## src/common/zdcps_pkg.sv

```systemverilog
// Package: register map, field positions and bus types for the zero-delay config block
package zdcps_pkg;
	// Printed offsets are not all multiples of four, so they are indices
	localparam logic [7:0] ZDCPS_IDX_ZD_CTRL = 8'h1e;
	localparam logic [7:0] ZDCPS_IDX_STATUS = 8'h1f;
	localparam logic [7:0] ZDCPS_IDX_EVT_STAT = 8'h20;
	localparam logic [7:0] ZDCPS_IDX_EVT_MASK = 8'h21;
	localparam logic [7:0] ZDCPS_IDX_READBACK_CTRL = 8'h22;
	localparam int ZDCPS_ADDR_W = 10;
	localparam logic [9:0] ZDCPS_ADDR_ZD_CTRL = {ZDCPS_IDX_ZD_CTRL, 2'b00};
	localparam logic [9:0] ZDCPS_ADDR_STATUS = {ZDCPS_IDX_STATUS, 2'b00};
	localparam logic [9:0] ZDCPS_ADDR_EVT_STAT = {ZDCPS_IDX_EVT_STAT, 2'b00};
	localparam logic [9:0] ZDCPS_ADDR_EVT_MASK = {ZDCPS_IDX_EVT_MASK, 2'b00};
	localparam logic [9:0] ZDCPS_ADDR_READBACK_CTRL = {ZDCPS_IDX_READBACK_CTRL, 2'b00};
	// Zero-delay control fields
	localparam int ZDCPS_FB_SEL_LSB = 3;
	localparam int ZDCPS_ZD_EXT_BIT = 2;
	localparam int ZDCPS_ZD_EN_BIT = 1;
	localparam logic [7:0] ZDCPS_ZD_CTRL_RST = 8'h00;
	localparam logic [7:0] ZDCPS_ZD_CTRL_MASK = 8'h1e;
	localparam logic [1:0] ZDCPS_FB_DIV0 = 2'h0;
	localparam logic [1:0] ZDCPS_FB_DIV1 = 2'h1;
	localparam logic [1:0] ZDCPS_FB_DIV2 = 2'h2;
	localparam logic [1:0] ZDCPS_FB_DIV3 = 2'h3;
	// Status bit positions
	localparam int ZDCPS_ST_CAL_DONE = 6;
	localparam int ZDCPS_ST_HOLDOVER = 5;
	localparam int ZDCPS_ST_SEC_REF = 4;
	localparam int ZDCPS_ST_VCO_ABOVE = 3;
	localparam int ZDCPS_ST_SEC_ABOVE = 2;
	localparam int ZDCPS_ST_FIRST_ABOVE = 1;
	localparam int ZDCPS_ST_LOCKED = 0;
	localparam logic [6:0] ZDCPS_STATUS_RST = 7'h00;
	localparam logic [6:0] ZDCPS_EVT_RST = 7'h00;
	localparam logic [1:0] ZDCPS_RESP_OKAY = 2'h0;
	localparam logic [1:0] ZDCPS_RESP_SLVERR = 2'h2;

	typedef struct packed {
		logic cal_done;
		logic holdover_active;
		logic second_ref_sel;
		logic vco_above;
		logic second_ref_above;
		logic first_ref_above;
		logic locked;
	} zdcps_mon_t;

	typedef struct packed {
		logic zd_enable;
		logic zd_external;
		logic [1:0] fb_div_sel;
		logic [3:0] fb_div_onehot;
	} zdcps_zd_t;

	typedef enum logic [2:0] {
		ZDCPS_W_IDLE = 3'b001,
		ZDCPS_W_HAVE = 3'b010,
		ZDCPS_W_RESP = 3'b100
	} zdcps_wstate_t;

	typedef struct packed {
		zdcps_wstate_t wst;
		logic aw_got;
		logic w_got;
		logic [9:0] waddr;
		logic [31:0] wdata;
		logic [3:0] wstrb;
		logic [1:0] bresp;
		logic rvalid;
		logic [31:0] rdata;
		logic [1:0] rresp;
		logic [7:0] zd_ctrl;
		logic [6:0] status;
		logic readback_off;
		logic [6:0] evt_stat;
		logic [6:0] evt_mask;
		logic [6:0] mon_prev;
	} zdcps_state_t;
endpackage : zdcps_pkg

```

## src/design/zdcps_regs.sv

```systemverilog
// Zero-delay configuration and PLL status register bank with AXI4-Lite slave
//
// Summary of operation
// - Two-bit select picks divider 0..3, reset 0
// - Mode bit: 0 internal, 1 external zero-delay
// - Enable bit turns zero-delay on, reset off
// - Status bit 6 shows calibration finished
// - Status bit 5 shows holdover actually active
// - Status bit 4 set when second reference selected
// - Status bit 3 shows VCO above threshold
// - Status bit 2 shows second reference above threshold
// - Status bit 1 shows first reference above threshold
// - Status bit 0 shows digital lock
// - Readback disable freezes status register updates
module zdcps_regs
	import zdcps_pkg::*;
(
	input wire logic ref_clk,
	input wire logic rstn,
	input wire logic s_axi_awvalid,
	output logic s_axi_awready,
	input wire logic [ZDCPS_ADDR_W-1:0] s_axi_awaddr,
	input wire logic [2:0] s_axi_awprot,
	input wire logic s_axi_wvalid,
	output logic s_axi_wready,
	input wire logic [31:0] s_axi_wdata,
	input wire logic [3:0] s_axi_wstrb,
	output logic s_axi_bvalid,
	input wire logic s_axi_bready,
	output logic [1:0] s_axi_bresp,
	input wire logic s_axi_arvalid,
	output logic s_axi_arready,
	input wire logic [ZDCPS_ADDR_W-1:0] s_axi_araddr,
	input wire logic [2:0] s_axi_arprot,
	output logic s_axi_rvalid,
	input wire logic s_axi_rready,
	output logic [31:0] s_axi_rdata,
	output logic [1:0] s_axi_rresp,
	input wire zdcps_mon_t mon,
	output zdcps_zd_t zd_cfg,
	output logic irq
);

	zdcps_state_t s_r;
	zdcps_state_t s_nxt;
	logic aw_take;
	logic w_take;
	logic ar_take;
	logic [6:0] mon_vec;
	logic [6:0] evt_set;

	////////////////////////////////////////////////////////////////////////////////
	// Decode and read mux

	function automatic logic addr_known(input logic [9:0] a);
		return a == ZDCPS_ADDR_ZD_CTRL || a == ZDCPS_ADDR_STATUS || a == ZDCPS_ADDR_EVT_STAT ||
			a == ZDCPS_ADDR_EVT_MASK || a == ZDCPS_ADDR_READBACK_CTRL;
	endfunction

	function automatic logic [31:0] read_word(input zdcps_state_t st, input logic [9:0] a);
		logic [31:0] d;
		d = 32'h0000_0000;
		unique case (a)
			ZDCPS_ADDR_ZD_CTRL: d[7:0] = st.zd_ctrl;
			ZDCPS_ADDR_STATUS: d[6:0] = st.status;
			ZDCPS_ADDR_EVT_STAT: d[6:0] = st.evt_stat;
			ZDCPS_ADDR_EVT_MASK: d[6:0] = st.evt_mask;
			ZDCPS_ADDR_READBACK_CTRL: d[0] = st.readback_off;
			default: d = 32'h0000_0000;
		endcase
		return d;
	endfunction

	assign s_axi_awready = s_r.wst == ZDCPS_W_IDLE && !s_r.aw_got;
	assign s_axi_wready = s_r.wst == ZDCPS_W_IDLE && !s_r.w_got;
	assign s_axi_arready = !s_r.rvalid;
	assign aw_take = s_axi_awvalid && s_axi_awready;
	assign w_take = s_axi_wvalid && s_axi_wready;
	assign ar_take = s_axi_arvalid && s_axi_arready;
	assign mon_vec = mon;
	// Events are rising edges of each live condition
	assign evt_set = mon_vec & ~s_r.mon_prev;

	////////////////////////////////////////////////////////////////////////////////
	// Next state

	always_comb begin
		s_nxt = s_r;
		s_nxt.mon_prev = mon_vec;
		if (!s_r.readback_off) begin
			s_nxt.status = mon_vec;
		end
		unique case (s_r.wst)
			ZDCPS_W_IDLE: begin
				if (aw_take) begin
					s_nxt.aw_got = 1'b1;
					s_nxt.waddr = s_axi_awaddr;
				end
				if (w_take) begin
					s_nxt.w_got = 1'b1;
					s_nxt.wdata = s_axi_wdata;
					s_nxt.wstrb = s_axi_wstrb;
				end
				if ((s_r.aw_got || aw_take) && (s_r.w_got || w_take)) begin
					s_nxt.wst = ZDCPS_W_HAVE;
				end
			end
			ZDCPS_W_HAVE: begin
				s_nxt.wst = ZDCPS_W_RESP;
				s_nxt.aw_got = 1'b0;
				s_nxt.w_got = 1'b0;
				s_nxt.bresp = addr_known(s_r.waddr) ? ZDCPS_RESP_OKAY : ZDCPS_RESP_SLVERR;
				if (s_r.wstrb[0]) begin
					unique case (s_r.waddr)
						ZDCPS_ADDR_ZD_CTRL: begin
							// Only the documented fields hold state; the rest read zero
							s_nxt.zd_ctrl = s_r.wdata[7:0] & ZDCPS_ZD_CTRL_MASK;
						end
						ZDCPS_ADDR_EVT_STAT: begin
							s_nxt.evt_stat = s_r.evt_stat & ~s_r.wdata[6:0];
						end
						ZDCPS_ADDR_EVT_MASK: s_nxt.evt_mask = s_r.wdata[6:0];
						ZDCPS_ADDR_READBACK_CTRL: s_nxt.readback_off = s_r.wdata[0];
						// Status is read only; the write is acknowledged and dropped
						ZDCPS_ADDR_STATUS: s_nxt.status = s_nxt.status;
						default: s_nxt.bresp = s_nxt.bresp;
					endcase
				end
			end
			ZDCPS_W_RESP: begin
				if (s_axi_bready) begin
					s_nxt.wst = ZDCPS_W_IDLE;
				end
			end
		endcase
		// Set wins over a same-cycle write-one clear
		s_nxt.evt_stat = s_nxt.evt_stat | evt_set;
		if (ar_take) begin
			s_nxt.rvalid = 1'b1;
			s_nxt.rdata = read_word(s_r, s_axi_araddr);
			s_nxt.rresp = addr_known(s_axi_araddr) ? ZDCPS_RESP_OKAY : ZDCPS_RESP_SLVERR;
		end else if (s_r.rvalid && s_axi_rready) begin
			s_nxt.rvalid = 1'b0;
		end
	end

	always_ff @(posedge ref_clk or negedge rstn) begin
		if (!rstn) begin
			s_r.wst <= ZDCPS_W_IDLE;
			s_r.aw_got <= 1'b0;
			s_r.w_got <= 1'b0;
			s_r.waddr <= '0;
			s_r.wdata <= 32'h0000_0000;
			s_r.wstrb <= 4'h0;
			s_r.bresp <= ZDCPS_RESP_OKAY;
			s_r.rvalid <= 1'b0;
			s_r.rdata <= 32'h0000_0000;
			s_r.rresp <= ZDCPS_RESP_OKAY;
			s_r.zd_ctrl <= ZDCPS_ZD_CTRL_RST;
			s_r.status <= ZDCPS_STATUS_RST;
			s_r.readback_off <= 1'b0;
			s_r.evt_stat <= ZDCPS_EVT_RST;
			s_r.evt_mask <= ZDCPS_EVT_RST;
			s_r.mon_prev <= ZDCPS_STATUS_RST;
		end else begin
			s_r <= s_nxt;
		end
	end

	////////////////////////////////////////////////////////////////////////////////
	// Outputs

	assign s_axi_bvalid = s_r.wst == ZDCPS_W_RESP;
	assign s_axi_bresp = s_r.bresp;
	assign s_axi_rvalid = s_r.rvalid;
	assign s_axi_rdata = s_r.rdata;
	assign s_axi_rresp = s_r.rresp;
	assign irq = |(s_r.evt_stat & s_r.evt_mask);

	always_comb begin
		zd_cfg.zd_enable = s_r.zd_ctrl[ZDCPS_ZD_EN_BIT];
		// Mode only matters while enabled
		zd_cfg.zd_external = s_r.zd_ctrl[ZDCPS_ZD_EN_BIT] & s_r.zd_ctrl[ZDCPS_ZD_EXT_BIT];
		zd_cfg.fb_div_sel = s_r.zd_ctrl[ZDCPS_FB_SEL_LSB +: 2];
		zd_cfg.fb_div_onehot = 4'h0;
		unique case (zd_cfg.fb_div_sel)
			ZDCPS_FB_DIV0: zd_cfg.fb_div_onehot = 4'h1;
			ZDCPS_FB_DIV1: zd_cfg.fb_div_onehot = 4'h2;
			ZDCPS_FB_DIV2: zd_cfg.fb_div_onehot = 4'h4;
			ZDCPS_FB_DIV3: zd_cfg.fb_div_onehot = 4'h8;
		endcase
	end
endmodule // zdcps_regs

```

## config.mk

```make
export PLATFORM = sky130hd
export DESIGN_NAME = zdcps_regs
export DESIGN_NICKNAME = d
export VERILOG_FILES = /design/src/common/zdcps_pkg.sv /design/src/design/zdcps_regs.sv
export SDC_FILE = /design/constraint.sdc
export NUM_CORES = 1
export LEC_CHECK = 0
export ABC_AREA = 1
export BUFFER_PORTS_ARGS = -buffer_cell sky130_fd_sc_hd__buf_4
export CORE_AREA = 2 2 87 89
export CTS_CLUSTER_DIAMETER = 30
export DETAILED_ROUTE_END_ITERATION = 7
export DIE_AREA = 0 0 89 91
export GPL_ROUTABILITY_DRIVEN = 0
export HOLD_SLACK_MARGIN = 0.08
export MAX_ROUTING_LAYER = met4
export PLACE_DENSITY = 0.77
export SYNTH_ARGS = -nofsm -noshare
export SYNTH_HDL_FRONTEND = slang
export SYNTH_SLANG_ARGS = --single-unit
```

## constraint.sdc

```tcl
create_clock -name ref_clk -period 2 [get_ports ref_clk]
set_clock_uncertainty 0.05 [all_clocks]
set_input_delay 0.3 -clock ref_clk [delete_from_list [all_inputs] [get_ports ref_clk]]
set_output_delay 0.3 -clock ref_clk [all_outputs]
set_load 0.05 [all_outputs]
```

## Yosys cells after proc, flatten, opt, wreduce, memory -nomap -nowiden

Cells that the tools add are included.

- Flip-flop bits (word level): 68
- Latch bits: 0
- Memory bits (writable): 0
- ROM bits: 0
- Input port bits: 76
- Output and inout port bits: 50
- Memories: 0

- Add/sub/neg operators: 0
- Multiply operators: 0
- Divide/modulo/power cells: 0
- Magnitude comparators: 0
- Equal/unequal tests: 20
- Shifts and indexed selects: 0
- Mux-type cells: 18
- Bitwise logic cells: 7
- Reductions and logical operators: 32

Operator list:

| kind | number |
|---|---|
| 10-bit by 8-bit == test with 1-bit output, second input constant | 6 |
| 10-bit by 7-bit == test with 1-bit output, second input constant | 4 |
| 14-bit two-way mux | 2 |
| 6-bit case mux with 4 select lines | 1 |
| 7-bit bitwise AND | 3 |
| 7-bit two-way mux | 3 |
| 4-bit case mux with 4 select lines | 1 |
| 7-bit inverter | 2 |
| 1-bit logical OR | 10 |
| 2-bit AND reduction | 5 |
| 3-bit case mux with 3 select lines | 1 |
| 3-bit AND reduction | 3 |
| 1-bit logical AND | 7 |
| 7-bit OR | 1 |
| 7-bit OR reduction | 1 |
| 3-bit two-way mux | 2 |
| 2-bit == test, second input constant | 2 |
| 1-bit two-way mux | 4 |
| 2-bit two-way mux | 2 |
| 2-bit by 1-bit != test with 1-bit output, second input constant | 2 |
| 2-bit != test, second input constant | 2 |
| 1-bit case mux with 4 select lines | 1 |
| 2-bit case mux with 2 select lines | 1 |
| 2-bit nonzero test | 2 |
| other kinds (7) | 9 |

## Longest topological paths before layout

Gate-level depths: netlist (run 1).

- Depth after elaboration: 7
- Gate-level depth with buffers: 10

## Worst setup path before layout (run 1)

Ideal clock, no wire load.

- Kind: reg-to-reg
- Start point: register s_r[123] in the netlist's numbering
- End point: register s_r[124] in the netlist's numbering
- Setup time: 0.085 ns
- Arrival: 1.902 ns
- Required time: 1.865 ns
- Setup slack: -0.037 ns
- Stages on the path, launching flop included: 4
- Clock period less this slack: 2.037 ns
- Cell sequence: dfrtp_1 > nor3_1 > inv_1 > o21ai_0

- Elaborated cells between the ends (all ways): 14
- Classes of those cells: eq/ne: 5; mux: 1; reduce/logical: 8

RTL lines:

| element | RTL line | source |
|---|---|---|
| from (decl) | zdcps_regs.sv:44 | `zdcps_state_t s_r;` |
| from (signal assigned) | zdcps_regs.sv:166 | `s_r <= s_nxt;` |
| 3-bit == test (*) | - |  |
| net s_axi_bvalid | zdcps_regs.sv:28 | `output logic s_axi_bvalid,` |
| 2-bit by 1-bit != test with 1-bit output (no source line) | - |  |
| 2-bit AND reduction (no source line) | - |  |

Mark *: on every way through the listed nets, which the timed path passes. The rest lies on a longest branch.
A chain may end at the register's enable or synchronous reset.

## Worst setup path in the final report (run 1)

- Start point: register s_r[122] in the netlist's numbering
- End point: output port s_axi_awready

- Cells in the longest elaborated chain, start to end: 2

RTL lines:

| element | RTL line | source |
|---|---|---|
| 3-bit by 1-bit == test with 1-bit output | zdcps_regs.sv:74 | `assign s_axi_awready = s_r.wst == ZDCPS_W_IDLE && !s_r.aw_got;` |
| 1-bit logical AND | zdcps_regs.sv:74 |  |
| to (decl) | zdcps_regs.sv:21 | `output logic s_axi_awready,` |

No other way between the ends.

==> flow_summary.toml, run 1 <==
[outcome]
status = "completed"

[yosys]
seq_area_frac_synth_pct = 49.0
async_reset_ff_share_pct = 100
synth-edff-count = 0
syn_inst = 400
synthFlopType = "dfrtp_1"
ys_warn_count = 0
synth_area_um2 = 3370
synth_cell_types = 30
syn-mean-instance-area_um2 = 8.44
synth_seq_cells = 66

[worst_setup_path]
max_stage_delay_ns = 0.54
cp.arrival_ns = 1.52
worstSetupPathType = "reg -> out"
crit_path_end_kind = "output pin"
cpMaxStageDelayCell = "dfstp_2"
path_cells = "inv_1, nor2_1, nand2_2, nor2_4, buf_4"
cp_top_family = "flip-flops"
worst-path-buf-inv = 2
critPathLaunchType = "flip-flop"
path_max_fanout = 3
worstPathRequired_ns = 1.65

[global_routing]
grtUsageTotal_pct = 18.6
grt-ovfl-total = 0
grt_first_pass_wirelength_um = 11400
grt_pass1_vias = 2469
grt_max_degree = 36
antenna_found_initial = 0

[power_and_ir_drop]
swShare_pct = 40.7
p_int_mw = 2.87
p_leak_nw = 2.09
p_seq_share_pct = 41.5
p_comb_share_pct = 35.2
p_clk_share_pct = 23.3
powerDensity_nw_per_um2 = 1190
irDropWorstVdd_mv = 0.618
p_switching_mw = 1.97

[final_layout]
final_nets = 542
n_antenna_cell = 0
drive_gt1_share_pct = 22.7
final_util_pct = 56.8
syn2layout_area_growth_pct = 20.1

[drt]
drt_pass1_iterations = 4
dr_total_vias = 2720
drt_iter0_markers = 167
drc = 0
ant_nets = 0
viasPerCell = 4.77
wl_per_cell_um = 11.8
drt_wl_total_um = 6740

[sta]
fmax_mhz = 535
fin_crit_sh_pct = 93.5
worst_pin_slew_ns = 0.569
fin_tns_setup_ns = 0
hold_viol_final = 0
period_needed_ns = 1.87
setup_violations = 0
grt_setup_unrepaired = "false"
max-slew-margin-rel_pct = 61.9
slew_violations = 0
whs_ns = 0.0955

[clocking]
clk_latency_ns = 0.34
cts_tree = "yes"
cts_buffers = 9
cts_sinks = 66
cts-htree-levels = 3
clkTransAtPathRegs_ns = 0.07
cts_max_path_buffers = 2
cts_resized = 0
cts-root-buf = "clkbuf_8"

[floorplanning]
die_h_um = 91
start_util_pct = 47.3
num_rows = 31
core_um2 = 7140
die_x_um = 89
die_area_um2 = 8100
io_pins = 126

[run]
cap_violations = 0

[min_path]
hp-class = "in -> reg"

[place]
dp_hpwl_um = 4950
port_buffers = 64
power by group through the flow:
stage	logic, mW	registers (mW)	clock network, mW
after global routing	1.89	2.06	1.23
after global placement	1.66	2.01	0
after detailed placement	1.70	2.03	0
after floorplan	1.35	1.94	0
after CTS	1.72	2.01	1.15
final	1.70	2.01	1.13
final timing paths:
| check | from | endpoint | slack (ns) | depth (start not counted) |
|---|---|---|---|---|
| max | s_r[122] | s_axi_awready | 0.13 | 5 |
| min | s_axi_awaddr[5] | s_r[115] | 0.1 | 3 |
| max reg2reg | s_r[116] | s_r[20] | 0.47 | 6 |
| min reg2reg | s_r[6] | s_r[20] | 0.36 | 1 |
| max in group asynchronous | rstn | s_r[28] | 0.97 | 3 |
| min in group asynchronous | rstn | zd_cfg[7] | 0.40 | 2 |
final cells by class:
class                      count  area [µm²]
clock buffer                  14         163
clock inverter                 2        37.5
sequential                    66        1650
inverter                      41         155
fill                         653        3090
timing repair buffer          75         596
multi-input combinational    273        1320
tap                           99         124
logic make-up after synthesis:
| logic type | Yosys count | synth area share (%) |
|---|---|---|
| buffers and inverters | 87 | 14.8 |
| AOI/OAI and AO/OA | 59 | 9.64 |
| and+or+nand+nor | 187 | 26.4 |
| DFF | 66 | 49.0 |
| other | 1 | 0.111 |
layer usage:
| metal | part of all wire, % | up-vias | track usage (%) |
|---|---|---|---|
| met5 | 0 | - | - |
| li1 | - | 1358 | - |
| met2 | 47 | 90 | 29.1 |
| met4 | 1.5 | 0 | 6.47 |
| met1 | 45 | 1264 | 23.4 |
| met3 | 6.1 | 8 | 4.64 |
worst register-to-register path: cells and delay by family (launching register included):
kind            cells  cell delay, ns
buf+inv             1            0.06
simple gates        3            0.57
compound gates      2            0.33
flops               1            0.38
state kept, by name, indices dropped and copies added, names as in the netlist:
| register | cells |
|---|---|
| s_axi_rresp | 1 |
| s_axi_rvalid | 1 |
| s_axi_bresp | 1 |
| s_r | 53 |
| zd_cfg | 3 |
| s_axi_rdata | 7 |
layout by cell type (no fill, tap or decap):
cell           synthesis  layout
a21oi_1               11      11
a221oi_1               1       1
buf_12                 0       1
buf_4                 39      66
bufinv_16              0       1
clkbuf_1               1       3
clkbuf_8               0      11
clkinv_2               1       1
clkinvlp_4             0       1
conb_1                 1      27
dfrtp_1               65      65
dfstp_2                1       1
dlygate4sd3_1          0       8
inv_1                 38      38
inv_2                  2       2
nand2_1              108     108
nand2_2                1       1
nand2_4                2       2
nand3_1               13      13
nand3_2                1       1
nand3_4                1       1
nand4_1               20      20
nand4_4                1       1
nor2_1                28      28
nor2_2                 3       3
nor2_4                 3       3
nor2_8                 1       1
nor3_1                 3       2
nor3_2                 1       2
nor3_4                 1       1
o21ai_0               23      23
o21ai_1               17      17
o21ai_2                7       7
timing repair:
| item | in CTS | in global routing |
|---|---|---|
| hold buffers | 8 | 0 |
| endpoints found under the hold margin | 40 | 0 |
| buffers inserted | 0 | 0 |
synth_stat cells, types with 2 or more instances:
cell type | n | share of area [%]
buf_6 | 3 | 1.0
dfrtp_1 | 65 | 48
nor2_4 | 3 | 1.0
buf_2 | 3 | 0.44
a21oi_1 | 11 | 1.6
o21ai_1 | 17 | 2.5
nor3_1 | 3 | 0.44
nand2_4 | 2 | 0.67
nand4_1 | 20 | 3.7
o21ai_0 | 23 | 3.4
o21ai_2 | 7 | 1.8
inv_2 | 2 | 0.22
buf_4 | 39 | 8.7
nand2_1 | 108 | 12
nand3_1 | 13 | 1.9
inv_1 | 38 | 4.2
nor2_2 | 3 | 0.56
nor2_1 | 28 | 3.1
per-stage QoR:
stage	cell area [µm²]	power, mW	setup WS (ns)	cells
6_report	4050	4.84	0.130	570
5_1_grt	4050	5.18	0.0436	570
4_1_cts	4050	4.88	0.0971	570
3_5_place_dp	3770	3.73	0.451	546
3_3_place_gp	3770	3.67	0.476	546
2_1_floorplan	3480	3.30	0.292	426
Note: power is estimated with default switching activity, not from simulation.
==> run 2: changes to the inputs <==
--- a/config.mk
+++ b/config.mk
@@ -7,14 +7,14 @@
 export LEC_CHECK = 0
 export ABC_AREA = 1
 export BUFFER_PORTS_ARGS = -buffer_cell sky130_fd_sc_hd__buf_4
-export CORE_AREA = 2 2 87 89
+export CORE_AREA = 2 2 90 92
 export CTS_CLUSTER_DIAMETER = 30
 export DETAILED_ROUTE_END_ITERATION = 7
-export DIE_AREA = 0 0 89 91
+export DIE_AREA = 0 0 92 94
 export GPL_ROUTABILITY_DRIVEN = 0
 export HOLD_SLACK_MARGIN = 0.08
 export MAX_ROUTING_LAYER = met4
-export PLACE_DENSITY = 0.77
+export PLACE_DENSITY = 0.76
 export SYNTH_ARGS = -nofsm -noshare
 export SYNTH_HDL_FRONTEND = slang
 export SYNTH_SLANG_ARGS = --single-unit
==> constraint.sdc (replaced) <==
create_clock -name ref_clk -period 1.54 [get_ports ref_clk]
set_clock_uncertainty 0.05 [all_clocks]
set_input_delay 0.231 -clock ref_clk [delete_from_list [all_inputs] [get_ports ref_clk]]
set_output_delay 0.231 -clock ref_clk [all_outputs]
set_load 0.05 [all_outputs]
==> run 2 against run 1 <==
Net effect: the run now ends with setup timing left; sequential share of layout area decreased by 4.2 points; flip-flop and latch count unchanged; cell count increased by 7.2%; first-iteration DRC count increased by 20%; global-route usage increased by 0.67 points; total power increased by 40%; critical path depth unchanged; combinational power increased by 72%; setup slack got worse by 0.32 ns; utilization increased by 2.7 points; cell area increased by 12%; highest routed layer unchanged.
==> flow_summary.toml, run 2 (synthesized netlist as in run 1, its figures left out) <==
[outcome]
status = "complete, but fails checks"
violations = "setup timing"

[worst_setup_path]
reg2reg_depth = 11
cpMaxStageDelayCell = "dfrtp_1"
crit_path_end_kind = "output pin"
cp_top_family = "flip-flops"
crit_path_start = "s_r[13]"
worstSetupPathType = "reg -> out"
rr_endpoint = "s_r[122]"
path_cells = "nand2_1, nand2_1, a221oi_2, nand4_1, buf_6"
cp_common_cell = "nand2_1"
critPathLaunchType = "flip-flop"
worstPathRequired_ns = 1.26
r2r_setup_slack_ns = -0.09
worst-path-buf-inv = 1
r2r-start = "s_r[122]"
cp-endpoint = "irq"
cp.arrival_ns = 1.45
max_stage_delay_ns = 0.40
path_max_fanout = 2
crit_cells = 5

[floorplanning]
die_area_um2 = 8650
die_x_um = 92
start_util_pct = 44.4
num_rows = 32
core_um2 = 7610
io_pins = 126
die_h_um = 94

[drt]
viasPerCell = 4.90
ant_nets = 0
wl_per_cell_um = 13.4
dr_total_vias = 2996
drc = 0
drt_pass1_iterations = 4
drt_iter0_markers = 201
drt_wl_total_um = 8180

[power_and_ir_drop]
p_leak_nw = 2.26
powerDensity_nw_per_um2 = 1500
p_total_mw = 6.78
irDropWorstVdd_mv = 1.23

[sta]
grt_setup_unrepaired = "true"
hold_viol_final = 0
fin_crit_sh_pct = 112
period_needed_ns = 1.73
slew_violations = 0
fmax_mhz = 578
setup_ws_ns = -0.189
setup_violations = 13

[place]
placed_area_um2 = 3850
port_buffers = 64
dp_hpwl_um = 5200
dp_slack_ns = 0.0609

[final_layout]
postLayoutCellArea_um2 = 4520
largest_register = "s_r"
n_antenna_cell = 0
final_nets = 580
drive_gt1_share_pct = 29.7
largest_reg_flops = 53
syn2layout_area_growth_pct = 34.0
layout_common_cells = "nand2_1 (102), buf_4 (77), dfrtp_1 (62)"
layout_commonest_cell = "nand2_1"

[clocking]
clk_latency_ns = 0.34
clkTransAtPathRegs_ns = 0.07
cts_tree = "yes"
cts_buffers = 9
cts_sinks = 66
cts_max_path_buffers = 2
cts-htree-levels = 3
cts-root-buf = "clkbuf_8"

[global_routing]
antenna_found_initial = 0
grt_first_pass_wirelength_um = 12700
grt-ovfl-total = 0
grtUsageTotal_pct = 19.3
grt_max_degree = 33
grt_pass1_vias = 2853

[min_path]
hp-class = "in -> reg"

[run]
cap_violations = 0
==> run 2: final cells by class <==
type                            count  area (µm²)
Timing Repair Buffer              109         937
Timing Repair inverter              1        8.76
Multi-Input combinational cell    276        1460
Tap cell                          102         128
Fill cell                         662        3080
Clock buffer                       15         156
Clock inverter                      1        5.00
Sequential cell                    66        1660
Inverter                           41         170
==> run 2: worst min-delay path, stage by stage <==
cell	delay [ns]
buf_4	0.08
nor2_2	0.03
a21oi_1	0.10
==> run 2: power by group <==
part           switching, mW  internal [mW]
registers              0.411           2.21
clock network          0.605          0.629
logic                   1.88           1.05
total                   2.89           3.89
==> run 2: stage by stage <==
step | utilization, % | hold slack (ns) | TNS, ns | std cells
final | 59.5 | 0.0892 | -1.03 | 611
after floorplan | - | -0.115 | -1.06 | 426
after global placement | 50.6 | 0.0597 | 0 | 555
after detailed placement | 50.6 | 0.0661 | 0 | 555
after global routing | 59.5 | 0.0861 | -3.30 | 611
after CTS | 56.2 | 0.0831 | -0.569 | 597
==> run 2: repair_timing <==
action / CTS / global route
endpoints found under the setup margin: 4 / 36
hold buffers: 21 / 0
pin swaps: 3 / 15
buffers inserted: 5 / 10
gates cloned: 0 / 4
endpoints found under the hold margin: 86 / 0
gates resized for setup: 5 / 37
==> run 2: worst min-delay path by stage <==
stage | startpoint | end | slack, ns | cells past startpoint
after global placement | rstn | zd_cfg[7] | 0.06 | 1
after global routing | s_axi_wdata[0] | s_r[78] | 0.09 | 3
final | s_axi_wdata[5] | s_r[83] | 0.09 | 3
after floorplan | rstn | s_axi_bresp[1] | -0.11 | 0
after CTS | s_axi_wdata[4] | s_r[82] | 0.08 | 3
after detailed placement | rstn | zd_cfg[7] | 0.07 | 1
==> run 2: routing by layer <==
metal / share of wire (%) / routed length, µm / GRT usage, %
met5: 0 / 0 / -
met4: 2.4 / 198 / 6.47
met3: 5.7 / 470 / 4.90
met2: 52 / 4270 / 32.9
met1: 40 / 3240 / 22.3
